===== src/core/dac_frontend_cfg.svh =====
`ifndef DAC_FRONTEND_CFG_SVH
`define DAC_FRONTEND_CFG_SVH

// Register addresses, 7-bit field of the command byte
`define ADDR_DAC      7'h01
`define ADDR_CFG      7'h02
`define ADDR_ADC      7'h03
`define ADDR_STAT     7'h04
`define ADDR_ADCRES   7'h05

// Field positions
`define CFG_CRC_BIT   0
`define CFG_SDOD_BIT  1
`define ADC_BUFPD_BIT 0
`define STAT_ERR_BIT  0
`define CMD_RD_BIT    23

// Reset values
`define CFG_RST       16'h0003
`define ADC_RST       16'h0001
`define DAC_RST       16'h0000

// Frame lengths in bits, command alone and command plus check byte
`define LEN_CMD       6'h18
`define LEN_CRC       6'h20
`define CNT_MAX       6'h3F

// Check byte polynomial x^8+x^2+x+1, seed zero
`define CRC_POLY      8'h07
`define CRC_INIT      8'h00

// Code points of the output transfer, converter_voltage_out = code/2^16 * 2.2 V + 0.3 V
`define VMIN_MV       300
`define FSR_MV        2200
`define CODE_ERR_LO   16'h045D
`define CODE_RNG_MIN  16'h0BA2
`define CODE_RNG_MID  16'h68BA
`define CODE_RNG_MAX  16'hC5D1
`define CODE_ERR_HI   16'hDA2E

`endif


===== src/core/dac_frontend_pkg.sv =====
package dac_frontend_pkg;
  typedef enum logic [1:0] {
    ST_IDLE  = 2'b01,
    ST_FRAME = 2'b10
  } frame_state_t;
  typedef logic [7:0]  crc_byte_t;
  typedef logic [15:0] reg_word_t;
endpackage


===== src/core/crc_if.sv =====
`timescale 1ns/1ps
interface crc_if;
  logic      clr;
  logic      en;
  logic      din;
  logic [7:0] crc;
  modport calc (input clr, input en, input din, output crc);
  modport user (output clr, output en, output din, input crc);
endinterface


===== src/core/crc8_serial.sv =====
`timescale 1ns/1ps
`include "dac_frontend_cfg.svh"
module crc8_serial (
  input  wire logic i_clk,
  input  wire logic i_nrst,
  input  wire logic i_ce,
  crc_if.calc       port
);
  import dac_frontend_pkg::*;

  crc_byte_t crc_q;
  crc_byte_t crc_d;
  logic      fb;

  // One bit per sampled clock, MSB first
  assign fb    = port.din ^ crc_q[7];
  assign crc_d = port.clr ? `CRC_INIT :
                 ({crc_q[6:0], 1'b0} ^ (fb ? `CRC_POLY : 8'h00));
  assign port.crc = crc_q;

  always_ff @(posedge i_clk or negedge i_nrst) begin
    if (!i_nrst)
      crc_q <= `CRC_INIT;
    else if (i_ce && (port.clr || port.en))
      crc_q <= crc_d;
  end
endmodule


===== src/core/dac_init_config_frontend.sv =====
// Contract
// - Check byte enforcement is on after reset
// - Commands act only with a correct check byte
// - Serial output disabled after reset
// - Read-back only while serial output enabled
// - Range 0 output spans 0.3 to 2.5 V
// - Output is code/2^16 times 2.2 plus 0.3
// - Serial output high impedance when off or deselected
`timescale 1ns/1ps
`include "dac_frontend_cfg.svh"
module dac_init_config_frontend (
  input  wire logic                       i_clk,
  input  wire logic                       i_nrst,
  input  wire logic                       i_ce,
  input  wire logic                       i_cs_n,
  input  wire logic                       i_sclk,
  input  wire logic                       i_sdi,
  input  wire logic [11:0]                i_adc_result,
  output logic                            o_sdo,
  output logic                            o_sdo_oe,
  output dac_frontend_pkg::reg_word_t     o_dac_code,
  output logic                            o_crc_en,
  output logic                            o_serial_out_disable,
  output logic                            o_adc_buffer_powerdown,
  output logic                            o_crc_error
);
  import dac_frontend_pkg::*;

  frame_state_t state_q;
  frame_state_t state_d;
  logic         cs_n_q;
  logic         sclk_q;
  logic [31:0]  shift_q;
  logic [5:0]   cnt_q;
  logic [23:0]  rd_q;
  logic [23:0]  out_q;
  reg_word_t    cfg_q;
  reg_word_t    adc_q;
  reg_word_t    dac_q;
  logic         err_q;
  logic         sdo_q;
  logic         oe_q;

  crc_if crc_bus ();

  crc8_serial u_crc (
    .i_clk  (i_clk),
    .i_nrst (i_nrst),
    .i_ce   (i_ce),
    .port   (crc_bus.calc)
  );

  // Pin edge detection, inputs are synchronous to i_clk
  logic in_frame;
  logic start;
  logic stop;
  logic rise;
  logic fall;
  assign in_frame = (state_q == ST_FRAME);
  assign start    = cs_n_q & ~i_cs_n;
  assign stop     = in_frame & ~cs_n_q & i_cs_n;
  assign rise     = in_frame & ~i_cs_n & i_sclk & ~sclk_q;
  assign fall     = in_frame & ~i_cs_n & ~i_sclk & sclk_q;

  // Only the 24 command bits feed the check engine
  assign crc_bus.clr = start;
  assign crc_bus.en  = rise & (cnt_q < `LEN_CMD);
  assign crc_bus.din = i_sdi;

  // Frame decode at the deselect edge
  logic        crc_on;
  logic        sdo_dis;
  logic        len_ok;
  logic [23:0] cmd;
  logic        crc_match;
  logic        accept;
  logic        crc_fail;
  logic        is_rd;
  logic [6:0]  addr;
  reg_word_t   wdata;
  assign crc_on    = cfg_q[`CFG_CRC_BIT];
  assign sdo_dis   = cfg_q[`CFG_SDOD_BIT];
  assign len_ok    = crc_on ? (cnt_q == `LEN_CRC) : (cnt_q == `LEN_CMD);
  assign cmd       = crc_on ? shift_q[31:8] : shift_q[23:0];
  assign crc_match = (shift_q[7:0] == crc_bus.crc);
  assign accept    = stop & len_ok & (~crc_on | crc_match);
  assign crc_fail  = stop & crc_on & (cnt_q == `LEN_CRC) & ~crc_match;
  assign is_rd     = cmd[`CMD_RD_BIT];
  assign addr      = cmd[22:16];
  assign wdata     = cmd[15:0];

  // Write strobes per register
  logic wr_any;
  logic wr_dac;
  logic wr_cfg;
  logic wr_adc;
  logic wr_stat;
  logic err_clr;
  assign wr_any  = i_ce & accept & ~is_rd;
  assign wr_dac  = wr_any & (addr == `ADDR_DAC);
  assign wr_cfg  = wr_any & (addr == `ADDR_CFG);
  assign wr_adc  = wr_any & (addr == `ADDR_ADC);
  assign wr_stat = wr_any & (addr == `ADDR_STAT);
  assign err_clr = wr_stat & wdata[`STAT_ERR_BIT];

  // Read mux; ADC results only through this path
  reg_word_t rdata;
  logic      rd_load;
  assign rdata = (addr == `ADDR_DAC)    ? dac_q :
                 (addr == `ADDR_CFG)    ? cfg_q :
                 (addr == `ADDR_ADC)    ? adc_q :
                 (addr == `ADDR_STAT)   ? {15'h0000, err_q} :
                 (addr == `ADDR_ADCRES) ? {4'h0, i_adc_result} :
                 16'h0000;
  // No read data is staged while the output is disabled
  assign rd_load = i_ce & accept & is_rd & ~sdo_dis;

  // Frame sequencing
  always_comb begin
    state_d = state_q;
    unique case (state_q)
      ST_IDLE:  if (start) state_d = ST_FRAME;
      ST_FRAME: if (i_cs_n) state_d = ST_IDLE;
      default:  state_d = ST_IDLE;
    endcase
  end

  always_ff @(posedge i_clk or negedge i_nrst) begin
    if (!i_nrst) begin
      state_q <= ST_IDLE;
      cs_n_q  <= 1'b1;
      sclk_q  <= 1'b0;
    end else if (i_ce) begin
      state_q <= state_d;
      cs_n_q  <= i_cs_n;
      sclk_q  <= i_sclk;
    end
  end

  // Input shifter and bit count, count saturates on overlong frames
  always_ff @(posedge i_clk or negedge i_nrst) begin
    if (!i_nrst) begin
      shift_q <= 32'h00000000;
      cnt_q   <= 6'h00;
    end else if (i_ce) begin
      if (start) begin
        cnt_q <= 6'h00;
      end else if (rise) begin
        shift_q <= {shift_q[30:0], i_sdi};
        if (cnt_q != `CNT_MAX)
          cnt_q <= cnt_q + 6'h01;
      end
    end
  end

  // Registers; check and output-disable set after reset
  always_ff @(posedge i_clk or negedge i_nrst) begin
    if (!i_nrst) begin
      cfg_q <= `CFG_RST;
      adc_q <= `ADC_RST;
      dac_q <= `DAC_RST;
    end else begin
      if (wr_cfg)
        cfg_q <= wdata;
      if (wr_adc)
        adc_q <= wdata;
      if (wr_dac)
        dac_q <= wdata;
    end
  end

  // Sticky error; a new failure wins over a clear in the same cycle
  always_ff @(posedge i_clk or negedge i_nrst) begin
    if (!i_nrst)
      err_q <= 1'b0;
    else if (i_ce && crc_fail)
      err_q <= 1'b1;
    else if (err_clr)
      err_q <= 1'b0;
  end

  // Read data goes out in the following frame, MSB first on falling sclk
  always_ff @(posedge i_clk or negedge i_nrst) begin
    if (!i_nrst) begin
      rd_q  <= 24'h000000;
      out_q <= 24'h000000;
      sdo_q <= 1'b0;
    end else if (i_ce) begin
      if (rd_load)
        rd_q <= {cmd[23:16], rdata};
      if (start) begin
        out_q <= rd_q;
        sdo_q <= rd_q[23];
      end else if (fall) begin
        out_q <= {out_q[22:0], 1'b0};
        sdo_q <= out_q[22];
      end
    end
  end

  // Drive only when enabled and selected, so other devices can share
  always_ff @(posedge i_clk or negedge i_nrst) begin
    if (!i_nrst)
      oe_q <= 1'b0;
    else if (i_ce)
      oe_q <= ~sdo_dis & ~i_cs_n;
  end

  assign o_sdo                  = sdo_q;
  assign o_sdo_oe               = oe_q;
  assign o_dac_code             = dac_q;
  assign o_crc_en               = cfg_q[`CFG_CRC_BIT];
  assign o_serial_out_disable   = cfg_q[`CFG_SDOD_BIT];
  assign o_adc_buffer_powerdown = adc_q[`ADC_BUFPD_BIT];
  assign o_crc_error            = err_q;
endmodule


===== config.mk =====
export PLATFORM = sky130hd
export DESIGN_NAME = dac_init_config_frontend
export DESIGN_NICKNAME = d
export VERILOG_FILES = /design/src/core/dac_frontend_pkg.sv /design/src/core/crc_if.sv /design/src/core/crc8_serial.sv /design/src/core/dac_init_config_frontend.sv
export VERILOG_INCLUDE_DIRS = /design/src /design/src/core
export SDC_FILE = /design/constraint.sdc
export NUM_CORES = 1
export LEC_CHECK = 0
export BUFFER_PORTS_ARGS = -buffer_cell sky130_fd_sc_hd__buf_2
export CAP_MARGIN = 5
export CORE_ASPECT_RATIO = 0.5
export CORE_MARGIN = 1
export CORE_UTILIZATION = 60
export DETAILED_ROUTE_END_ITERATION = 8
export PLACE_DENSITY = 0.79
export SYNTH_ARGS = -nofsm -noshare
export SYNTH_HDL_FRONTEND = slang
export SYNTH_SLANG_ARGS = --single-unit

===== constraint.sdc =====
create_clock -name i_clk -period 4.2 [get_ports i_clk]
set_input_delay 0.21 -clock i_clk [delete_from_list [all_inputs] [get_ports i_clk]]
set_output_delay 0.21 -clock i_clk [all_outputs]
set_load 0.03 [all_outputs]

== Yosys cells after proc, flatten, opt, wreduce, memory -nomap -nowiden ==
Cells that the tools add are included.

* Magnitude comparators: 1
* Mux-type cells: 21
* Equal/unequal tests: 13
* Reduce and logical (&&, ||, !) cells: 12
* Bitwise gates (word level): 36
* $add $sub $neg: 1

{| class="wikitable"
|+ Operators with widths
! cell !! count
|-
| $mux 16 || 3
|-
| $mux 23 || 2
|-
| $and 1x1->1 || 24
|-
| $mux 12 || 2
|-
| $mux 24 || 1
|-
| $mux 6 || 3
|-
| $eq 7x2->1 const B || 2
|-
| $eq 7x3->1 const B || 2
|-
| $not 1->1 || 9
|-
| $reduce_and 3->1 || 3
|-
| $eq 8x8->1 || 1
|-
| $mux 8 || 1
|-
| $reduce_bool 2->1 || 4
|-
| $xor 8x8->8 || 1
|-
| $eq 7x1->1 const B || 1
|-
| $add 6x1->6 const B || 1
|-
| $eq 6x5->1 const B || 1
|-
| $eq 6x6->1 const B || 1
|-
| $lt 6x5->1 const B || 1
|-
| $ne 6x6->1 const B || 1
|-
| $mux 1 || 5
|-
| $mux 2 || 2
|-
| $pmux 2 s2 || 1
|-
| $reduce_and 2->1 || 2
|-
| 9 further kinds || 10
|}

* Input port bits: 18
* Bits in registers: 148
* Output and inout bits: 22

== Logic depth before layout (Yosys ltp) ==
Gate-level depths: netlist of the first run.

* Word-level depth: 11
* Depth in mapped cells: 10

== Cells and area by module ==
Synthesis of the first run repeated with hierarchy kept, for this count alone.

* Cells, all modules: 609
* Area total of the unflattened synthesis: 7178.1 µm²

{| class="wikitable"
|+ Modules (own cells, without submodules)
! module !! sequential area each (µm²) !! cells each !! times used !! area an instance (µm²)
|-
| dac_init_config_frontend || 3509.6 || 572 || 1 || 6797.8
|-
| crc8_serial || 200.2 || 37 || 1 || 380.4
|}

== Worst setup path after synthesis of the first run ==
Ideal clock, no wire load.

* Path type: register to register
* Start: reg cfg_q[0]
* End: reg adc_q[10]
* Library setup time: 0.125 ns
* Path buffers: 2
* Arrival time: 2.566 ns
* Cell stages (with the launch flop): 8
* Setup slack: 1.509 ns
* Period minus slack after synthesis: 2.691 ns
* Cells stage by stage: dfstp_2 -> buf_4 -> or4b_4 -> o2bb2ai_4 -> nand2_4 -> a2111oi_4 -> buf_6 -> mux2_4

* Cells in the longest elaborated chain, start to end: 6
* Elaborated cells on any way between the ends: 11
* Classes of those cells: eq/ne: 1; mux: 2; bitwise: 8

{| class="wikitable"
|+ Ends and longest elaborated chain
! what !! line !! source
|-
| from (decl) || dac_init_config_frontend.sv:37 || <nowiki>reg_word_t cfg_q;</nowiki>
|-
| from (signal assigned) || dac_init_config_frontend.sv:159 || <nowiki>cfg_q <= `CFG_RST;</nowiki>
|-
| from (signal assigned) || dac_init_config_frontend.sv:164 || <nowiki>cfg_q <= wdata;</nowiki>
|-
| $mux 1 or $not 1->1 (tied branches) || dac_init_config_frontend.sv:83, dac_init_config_frontend.sv:86 ||
|-
| $and 1x1->1 or $or 1x1->1 (tied branches) || dac_init_config_frontend.sv:86 || <nowiki>assign accept = stop & len_ok & (~crc_on | crc_match);</nowiki>
|-
| $and 1x1->1 || dac_init_config_frontend.sv:86 ||
|-
| $and 1x1->1 (2 in series) || dac_init_config_frontend.sv:99 || <nowiki>assign wr_any = i_ce & accept & ~is_rd;</nowiki>
|-
| $and 1x1->1 || dac_init_config_frontend.sv:102 || <nowiki>assign wr_adc = wr_any & (addr == `ADDR_ADC);</nowiki>
|-
| to (signal assigned) || dac_init_config_frontend.sv:160 || <nowiki>adc_q <= `ADC_RST;</nowiki>
|-
| to (signal assigned) || dac_init_config_frontend.sv:166 || <nowiki>adc_q <= wdata;</nowiki>
|-
| to (decl) || dac_init_config_frontend.sv:38 || <nowiki>reg_word_t adc_q;</nowiki>
|}

Several ways; a longest one is shown, not always the timed one.
A chain may end at the register's enable or synchronous reset.

== Worst setup path in the final report of the first run ==
* Start: reg cfg_q[0]
* End: reg dac_q[3], in the netlist o_dac_code[3]

* Cells in the longest elaborated chain, start to end: 6
* Elaborated cells on any way between the ends: 11
* Classes of those cells: eq/ne: 1; mux: 2; bitwise: 8

{| class="wikitable"
|+ Ends and longest elaborated chain
! what !! line !! source
|-
| $mux 1 or $not 1->1 (tied branches) || dac_init_config_frontend.sv:83, dac_init_config_frontend.sv:86 ||
|-
| $and 1x1->1 or $or 1x1->1 (tied branches) || dac_init_config_frontend.sv:86 ||
|-
| $and 1x1->1 || dac_init_config_frontend.sv:86 ||
|-
| $and 1x1->1 (2 in series) || dac_init_config_frontend.sv:99 ||
|-
| $and 1x1->1 || dac_init_config_frontend.sv:100 || <nowiki>assign wr_dac = wr_any & (addr == `ADDR_DAC);</nowiki>
|-
| to (signal assigned) || dac_init_config_frontend.sv:161 || <nowiki>dac_q <= `DAC_RST;</nowiki>
|-
| to (signal assigned) || dac_init_config_frontend.sv:168 || <nowiki>dac_q <= wdata;</nowiki>
|-
| to (decl) || dac_init_config_frontend.sv:39 || <nowiki>reg_word_t dac_q;</nowiki>
|}

Several ways; a longest one is shown, not always the timed one.

==> results of run 1 <==
## critical path, stage by stage (launching register included)
cell      delay, ns
dfstp_2        0.63
buf_4          0.42
mux2i_2        0.25
buf_4          0.22
nand3_1        0.44
a211oi_4       0.35
buf_4          0.29
mux2_2         0.38
## power breakdown
part	switching, mW	internal (mW)
Combinational	0.0756	0.0371
Sequential	0.0152	1.44
Clock	0.612	0.896
Total	0.703	2.37
## cells by family after synthesis
logic type / after synthesis
buf+inv: 43
fa+ha+maj: 2
xor+xnor: 15
mux: 137
compound gates: 123
flops: 148
simple gates: 118
## layer usage
metal	up-vias	GRT usage
met5	-	0
met4	0	0.0765
met3	18	0.0846
met2	170	0.410
met1	2582	0.446
li1	2243	-
## per-stage QoR
stage                     total power, mW  utilization  std cells  worst slack [ns]  hold slack (ns)
after floorplan                      1.53            -        586              1.51          -0.0856
after global placement               1.59        0.663        758              1.26            0.156
after detailed placement             1.59        0.663        758              1.17            0.163
after CTS                            3.09        0.716        791              1.14           0.0295
after global routing                 3.16        0.716        791             0.955           0.0627
final                                3.08        0.716        791              1.07           0.0408
## timing repair
action	4_1_cts	5_1_grt
gates resized for setup	0	0
setup buffers	0	0
endpoints found under the hold margin	39	0
hold buffers	1	0
## final cells by class
cell class / instances / area [um^2] / area share
clock buffer: 18 / 439 / 0.0544
sequential: 148 / 3710 / 0.459
clock inverter: 14 / 151 / 0.0187
timing repair buffer: 51 / 294 / 0.0364
inverter: 6 / 22.5 / 0.00279
tap: 159 / 199 / 0.0246
multi-input combinational: 395 / 3260 / 0.404
## state kept, by name, summed over array words and instances (netlist names)
| register | cells |
|---|---|
| out_q | 23 |
| o_sdo_oe | 1 |
| state_q | 2 |
| shift_q | 32 |
| cnt_q | 6 |
| o_sdo | 1 |
| rd_q | 24 |
| adc_q | 16 |
| o_crc_error | 1 |
| u_crc.port.crc | 8 |
| cs_n_q | 1 |
| cfg_q | 16 |
| o_dac_code | 16 |
| sclk_q | 1 |
## cells in the mapped netlist (2+ instances only)
master and number:
a21oi_1 7, buf_1 4, and3_1 4, dfrtp_1 143, nand3_1 20, a221oi_1 10
xor2_1 15, a211oi_1 12, mux2_2 92, inv_1 6, buf_2 4, nand3b_1 4
nand2_1 36, buf_6 2, mux2i_1 34, nor3b_1 3, nand4_1 2, clkbuf_1 25
nor2_1 20, and2_1 4, a22o_1 11, dfstp_2 5, and3b_1 2, nor4_2 2
a2bb2oi_1 3, o21ai_0 46, buf_4 2, nor2b_1 3, and4_1 2, nand2b_1 2
ha_1 2, o2bb2ai_1 4, o31ai_1 13, or3b_2 2, mux2_4 10
## how the worst max path moves through the flow
stage / startpoint / endpoint / slack [ns] / cells after the start
finish: cfg_q[0] / o_dac_code[3] / 1.07 / 7
global route: cfg_q[0] / o_dac_code[3] / 0.95 / 7
CTS: cfg_q[0] / o_dac_code[3] / 1.14 / 7
detailed placement: cfg_q[0] / o_dac_code[7] / 1.17 / 7
global placement: cfg_q[0] / o_dac_code[9] / 1.26 / 7
floorplan: cfg_q[0] / adc_q[10] / 1.51 / 7
==> results_dict.tcl, run 1 <==
set metrics [dict create \
    worst_slew_pin_slew_ns 1.09 \
    die_area_um2 12400 \
    clk_latency_ns 0.42 \
    power_leakage_nw 3.81 \
    clk_pin_slew_worst_paths_ns 0.06 \
    synth.area.top_cells "dfrtp_1, mux2_2, mux2i_1, o21ai_0, mux2_4" \
    holdPathStages 3 \
    wl_per_cell_um 21.3 \
    cts_sinks 148 \
    syn_area_per_cell_um2 12.2 \
    period_needed_ns 3.13 \
    ys_warn_count 0 \
    gp_congestion 0.947 \
    ff2ff_setup_slack_ns 1.07 \
    synth_edf_count 0 \
    area_delta_synth_final_pct 13.1 \
    final_cell_mix "dfrtp_1, mux2_2, o21ai_0" \
    row_count 27 \
    die_x_um 156 \
    synth_top_family_by_area "multiplexers" \
    end_kind "flop" \
    finClkSkew_ns 0.00999 \
    cap_violations 0 \
    status "finished clean" \
    synthAdderAreaFrac 0.00350 \
    wl_met3_um 1400 \
    critPathKind "reg -> reg" \
    setup_viol 0 \
    cp-start-kind "flop" \
    root_buffer "clkbuf_16" \
    ctsLongestPathBuffers 2 \
    max_freq_ghz 0.320 \
    drt_iter0_drc 447 \
    maxSlewViolCount 0 \
    synth_area_leader_cell "dfrtp_1" \
    top_layer "met4" \
    num-fill-cells 779 \
    ys_ff_latch 148 \
    viasPerCell 6.34 \
    via_count 5013 \
    core_area_um2 11300 \
    first_pass_iters 5 \
    rsz0062_at_grt "no" \
    final_common_cell "dfrtp_1" \
    grt_pass1_wl_um 26900 \
    vdd_drop_max_v 0.000255 \
    antenna_found_initial 0 \
    synth_top_area_frac 0.501 \
    ant_nets 0 \
    grt_start_max_net_pins 55 \
    synthCells 586 \
    arrival_ns 3.43 \
    drt-met1-wl_um 8020 \
    synth_mux_area_frac 0.216 \
    synth_xor_area_frac 0.0184 \
    drive_above_1_share 0.329 \
    period_share 0.744 \
    slew-limit-headroom 0.264 \
    start_util 0.633 \
    htreeDepth 4 \
    postSynth.asyncResetShare 1.00 \
    power.density_nw_per_um2 381 \
    post-dp-hpwl_um 11500 \
    finalSetupTns_ns 0 \
    synth_compound_area_frac 0.126 \
    r2r_end "o_dac_code[3]" \
    worstHoldStart "i_sdi" \
    fin_nets 639 \
    drc 0 \
    reg2reg_from "cfg_q[0]" \
    critPathMaxFanout 38 \
    die-height_um 79.1 \
    grt_usage 0.294 \
    worst_ep_required_time_ns 4.50 \
    syn_area_um2 7140 \
    synth.distinct_cells 65 \
    antenna_cells 0 \
    tritoncts "yes" \
    hold_end "shift_q[0]" \
    finish.instance_area_um2 8080 \
    hold_class "in -> reg" \
    ys.flop_type "dfrtp_1" \
    routed_wl_um 16800 \
    io_pins 40 \
    hold_viol 0 \
    grt_overflow 0 \
    wl_met2_um 7230 \
    seq_area_frac_synth 0.519 \
    numCtsBuffers 17 \
    grt_pass1_vias 4751 \
    place_area_um2 7480 \
    yosys.area_share.simple 0.0909 \
    ff2ff_path_depth 7 \
    io_buffers 39 \
    synth_nets 606 \
]
(Power assumes the default switching activity.)
==> inputs of run 2 (changes only) <==
==> constraint.sdc (replaced) <==
create_clock -name i_clk -period 2.9 [get_ports i_clk]
set_input_delay 0.145 -clock i_clk [delete_from_list [all_inputs] [get_ports i_clk]]
set_output_delay 0.145 -clock i_clk [all_outputs]
set_load 0.03 [all_outputs]
==> results_dict.tcl, run 2 (same netlist as run 1, synthesis figures left out) <==
set metrics [dict create \
    use_met2 0.437 \
    place_inst 775 \
    cap_violations 0 \
    root_buffer "clkbuf_16" \
    post-dp-hpwl_um 12000 \
    grt_pass1_wl_um 27700 \
    clkPwrFrac 0.510 \
    routed_wl_um 17100 \
    area_delta_synth_final_pct 16.4 \
    power.switching_mw 1.01 \
    grt_start_max_net_pins 85 \
    finish.instance_area_um2 8310 \
    critPathMaxFanout 16 \
    hold_class "in -> reg" \
    finalSetupTns_ns 0 \
    timing.final.ws_setup_ns 0.287 \
    use_met1 0.459 \
    drt_iter0_drc 342 \
    period_share 0.901 \
    die_x_um 156 \
    grt_busiest_layer "met1" \
    cp-start-kind "flop" \
    reg.largest.list "shift_q (32), rd_q (24), out_q (23)" \
    drc 0 \
    finClkSkew_ns 0.0108 \
    largest_reg_flops 32 \
    hold_ws_ns 0.0438 \
    antenna_found_initial 1 \
    fin_nets 658 \
    wl_per_cell_um 21.2 \
    ant_nets 0 \
    htreeDepth 4 \
    hold_viol 0 \
    grt_overflow 0 \
    via_count 5023 \
    setup_viol 0 \
    first_pass_iters 5 \
    antenna_cells 0 \
    num-fill-cells 762 \
    end_kind "flop" \
    io_buffers 39 \
    combinationalPowerShare 0.038 \
    final_common_cell "dfrtp_1" \
    place_area_um2 7640 \
    multi_input_area_um2 3260 \
    die_area_um2 12400 \
    maxSlewViolCount 0 \
    holdPathStages 2 \
    die-height_um 79.1 \
    p_seq_frac 0.452 \
    vdd_drop_max_v 0.000325 \
    gp_congestion 0.898 \
    tritoncts "yes" \
    drive_above_1_share 0.343 \
    start_util 0.633 \
    reg2reg_from "cfg_q[0]" \
    cp_slowest_stage_delay_ns 0.68 \
    ctsLongestPathBuffers 2 \
    ff2ff_setup_slack_ns 0.29 \
    io_pins 40 \
    clk_latency_ns 0.42 \
    ff_latch_area_um2 3710 \
    period_needed_ns 2.61 \
    grtUsageMet3 0.0775 \
    row_count 27 \
    slew-limit-headroom 0.475 \
    numCtsBuffers 17 \
    final_cell_mix "dfrtp_1, mux2_2, o21ai_0" \
    cts_sinks 148 \
    top_register "shift_q" \
    worstHoldStart "i_cs_n" \
    crit_chain "or4b_4 -> o2bb2ai_4 -> nand2_4 -> a2111oi_4 -> buf_12 -> mux2_2" \
    grt_pass1_vias 4863 \
    r2r_end "adc_q[3]" \
    hold_end "o_sdo_oe" \
    grt_usage 0.305 \
    power_leakage_nw 3.93 \
    crit_slowest_cell "dfstp_2" \
    arrival_ns 2.91 \
    clk_pin_slew_worst_paths_ns 0.06 \
    worst_slew_pin_slew_ns 0.788 \
    core_area_um2 11300 \
    viasPerCell 6.20 \
    critPathKind "reg -> reg" \
    status "finished clean" \
    fin_cells 810 \
    p_int_mw 3.66 \
    max_freq_ghz 0.383 \
    postCtsResizedCells 0 \
    rsz0062_at_grt "no" \
    p_sw_frac 0.216 \
    power.density_nw_per_um2 562 \
    ff2ff_path_depth 6 \
    worst_ep_required_time_ns 3.20 \
    dp_slack_ns 0.317 \
]
-- run 2: power groups by stage --
stage | Sequential, mW | Clock (mW) | Combinational, mW
floorplan | 2.14 | 0 | 0.0825
global placement | 2.15 | 0 | 0.170
detailed placement | 2.15 | 0 | 0.174
CTS | 2.11 | 2.40 | 0.178
global route | 2.11 | 2.50 | 0.195
finish | 2.11 | 2.38 | 0.176
-- run 2: per-stage QoR --
stage	util	total power, mW
after floorplan	-	2.22
after detailed placement	0.677	2.32
after global placement	0.677	2.32
after global routing	0.737	4.81
final	0.737	4.67
after CTS	0.737	4.68
-- run 2: worst max-delay path: cells and delay by family (launching register included) --
family                 cells  cell delay, ns
flip-flops                 1            0.68
AND/OR/NAND/NOR            2            0.62
AO/OA/AOI/OAI              2            0.60
multiplexers               1            0.36
buffers and inverters      1            0.22
-- run 2: metal layers --
layer	vias to the layer above	part of all wire	routed length, um
met5	-	0.00076	13
met4	2	0.011	196
met3	25	0.069	1180
met2	186	0.43	7390
met1	2536	0.49	8370
li1	2274	-	-
-- run 2: final cells by class --
class | count | area share
clock inverters | 11 | 0.0208
flip-flops and latches | 148 | 0.446
clock buffers | 21 | 0.0566
inverters | 6 | 0.00271
repair buffers | 70 | 0.0577
well taps | 159 | 0.0239
multi-input cells | 395 | 0.392
-- run 2: worst max-delay path by stage --
stage               slack (ns)  cells after the start      from              to
finish                    0.29                      6  cfg_q[0]        adc_q[3]
CTS                       0.29                      6  cfg_q[0]        adc_q[4]
detailed placement        0.32                      6  cfg_q[0]        adc_q[4]
floorplan                 0.21                      7  cfg_q[0]       adc_q[10]
global route              0.16                      6  cfg_q[0]  o_dac_code[12]
global placement          0.36                      6  cfg_q[0]   o_dac_code[4]
-- run 2: repair_timing --
item,4_1_cts,5_1_grt
hold endpoints to repair,81,0
hold buffers,3,0
buffers inserted,0,0
==> inputs of run 3 (changes only) <==
--- a/config.mk
+++ b/config.mk
@@ -12,7 +12,10 @@
 export CORE_MARGIN = 1
 export CORE_UTILIZATION = 60
 export DETAILED_ROUTE_END_ITERATION = 8
+export HOLD_SLACK_MARGIN = 0.06
 export PLACE_DENSITY = 0.79
+export REMOVE_ABC_BUFFERS = 1
+export SLEW_MARGIN = 0
 export SYNTH_ARGS = -nofsm -noshare
 export SYNTH_HDL_FRONTEND = slang
 export SYNTH_SLANG_ARGS = --single-unit
==> results_dict.tcl, run 3 (same netlist as run 1, synthesis figures left out) <==
set metrics [dict create \
    grt_usage 0.288 \
    period_share 0.924 \
    reg2reg_from "cfg_q[0]" \
    die-height_um 79.1 \
    multi_input_area_um2 3260 \
    numCtsBuffers 17 \
    antenna_cells 0 \
    clk_pin_slew_worst_paths_ns 0.06 \
    cp-endpoint "rd_q[11]" \
    power_leakage_nw 3.91 \
    grt_pass1_wl_um 26400 \
    top_register "shift_q" \
    crit_family "simple AND/OR/NAND/NOR gates" \
    grt_overflow 0 \
    gp_congestion 0.870 \
    routed_wl_um 16500 \
    clk_latency_ns 0.42 \
    hold_viol 0 \
    ff2ff_setup_slack_ns 0.22 \
    core_area_um2 11300 \
    maxSlewViolCount 0 \
    grt_pass1_vias 4686 \
    tritoncts "yes" \
    io_pins 40 \
    reg.largest.list "shift_q (32), rd_q (24), out_q (23)" \
    final_cell_mix "dfrtp_1, mux2_2, o21ai_0" \
    viasPerCell 6.10 \
    antenna_found_initial 0 \
    cp_num_buf_inv 2 \
    num-fill-cells 732 \
    fin_nets 655 \
    largest_reg_flops 32 \
    period_needed_ns 2.68 \
    hold_class "in -> reg" \
    arrival_ns 3.04 \
    cp-startpoint "cfg_q[0]" \
    drt_iter0_drc 412 \
    place_inst 771 \
    htreeDepth 4 \
    cp-start-kind "flop" \
    worst_ep_required_time_ns 3.26 \
    critPathKind "reg -> reg" \
    ff_latch_area_um2 3710 \
    end_kind "flop" \
    final_core_util 0.733 \
    slew-limit-headroom 0.481 \
    io_buffers 39 \
    cts_sinks 148 \
    wl_per_cell_um 20.4 \
    status "finished clean" \
    rsz0062_at_grt "no" \
    row_count 27 \
    finClkSkew_ns 0.00923 \
    power.density_nw_per_um2 542 \
    post-cts-setup-buffers 0 \
    drive_above_1_share 0.340 \
    die_x_um 156 \
    worst_slew_pin_slew_ns 0.778 \
    worst-path-stages 7 \
    crit_slowest_cell "or4b_2" \
    start_util 0.633 \
    ant_nets 0 \
    final_common_cell "dfrtp_1" \
    max_freq_ghz 0.373 \
    first_pass_iters 5 \
    r2r_end "rd_q[11]" \
    ctsLongestPathBuffers 2 \
    via_count 4924 \
    post-dp-hpwl_um 11400 \
    cap_violations 0 \
    vdd_drop_max_v 0.000340 \
    drc 0 \
    critPathMaxFanout 42 \
    crit_chain "buf_12 -> or4b_2 -> a222oi_1 -> buf_4 -> and2_1 -> o32a_1 -> mux2_2" \
    grt_start_max_net_pins 87 \
    ff2ff_path_depth 7 \
    root_buffer "clkbuf_16" \
    area_delta_synth_final_pct 15.8 \
    fin_cells 807 \
    cp_slowest_stage_delay_ns 0.64 \
    setup_viol 0 \
    die_area_um2 12400 \
]
==> run 3: changes by cell type in the layout (fill, tap and decap cells not counted), moves of 3 or more <==
cell and delta:
inv_6 +4, buf_4 -6, clkinvlp_4 -3, clkbuf_8 -3
==> run 3: power breakdown <==
group | switching, mW | internal [mW]
combinational | 0.109 | 0.0587
sequential | 0.0229 | 2.09
clock | 0.913 | 1.29
total | 1.05 | 3.44
==> run 3: worst min-delay path by stage <==
stage / slack, ns / from / end / cells after the start
4_1_cts: 0.06 / i_ce / state_q[0] / 3
2_1_floorplan: -0.15 / i_nrst / adc_q[10] / 0
5_1_grt: 0.11 / i_ce / state_q[0] / 3
6_report: 0.07 / i_ce / state_q[0] / 3
3_3_place_gp: 0.25 / i_nrst / u_crc.port.crc[4] / 1
3_5_place_dp: 0.25 / i_nrst / u_crc.port.crc[3] / 1
==> run 3: stage by stage <==
step / setup WS [ns] / total power [mW] / instance area (um^2) / TNS, ns / hold slack [ns]
2_1_floorplan: -0.479 / 2.22 / 6980 / -31.70 / -0.151
5_1_grt: 0.115 / 4.61 / 8270 / 0 / 0.107
6_report: 0.219 / 4.48 / 8270 / 0 / 0.0700
4_1_cts: 0.238 / 4.51 / 8270 / 0 / 0.0602
3_3_place_gp: 0.314 / 2.31 / 7630 / 0 / 0.248
3_5_place_dp: 0.282 / 2.31 / 7630 / 0 / 0.248
==> run 3: area by class of cell <==
| cell class | count | share of cell area |
|---|---|---|
| timing repair buffer | 67 | 0.0586 |
| clock buffer | 17 | 0.0515 |
| tap | 159 | 0.0241 |
| sequential | 148 | 0.449 |
| clock inverter | 15 | 0.0206 |
| inverter | 6 | 0.00272 |
| multi-input combinational | 395 | 0.394 |
==> run 3: tightest hold or removal path: cells and delay by family <==
kind                   cells  cell delay, ns
buffers and inverters      1            0.19
AND/OR/NAND/NOR            2            0.15
==> run 3: layer usage <==
metal  part of all wire  track usage  vias up  wire (um)
met2               0.43        0.412      153       7140
met5                  0            0        -          0
met3              0.064       0.0802       13       1050
met1               0.50        0.437     2473       8180
met4             0.0064       0.0559        0        105
li1                   -            -     2285          -
==> run 3: repair_timing <==
action                    in CTS  in global routing
gates resized for setup        0                  0
hold buffers                   4                  0
hold endpoints to repair      83                  0
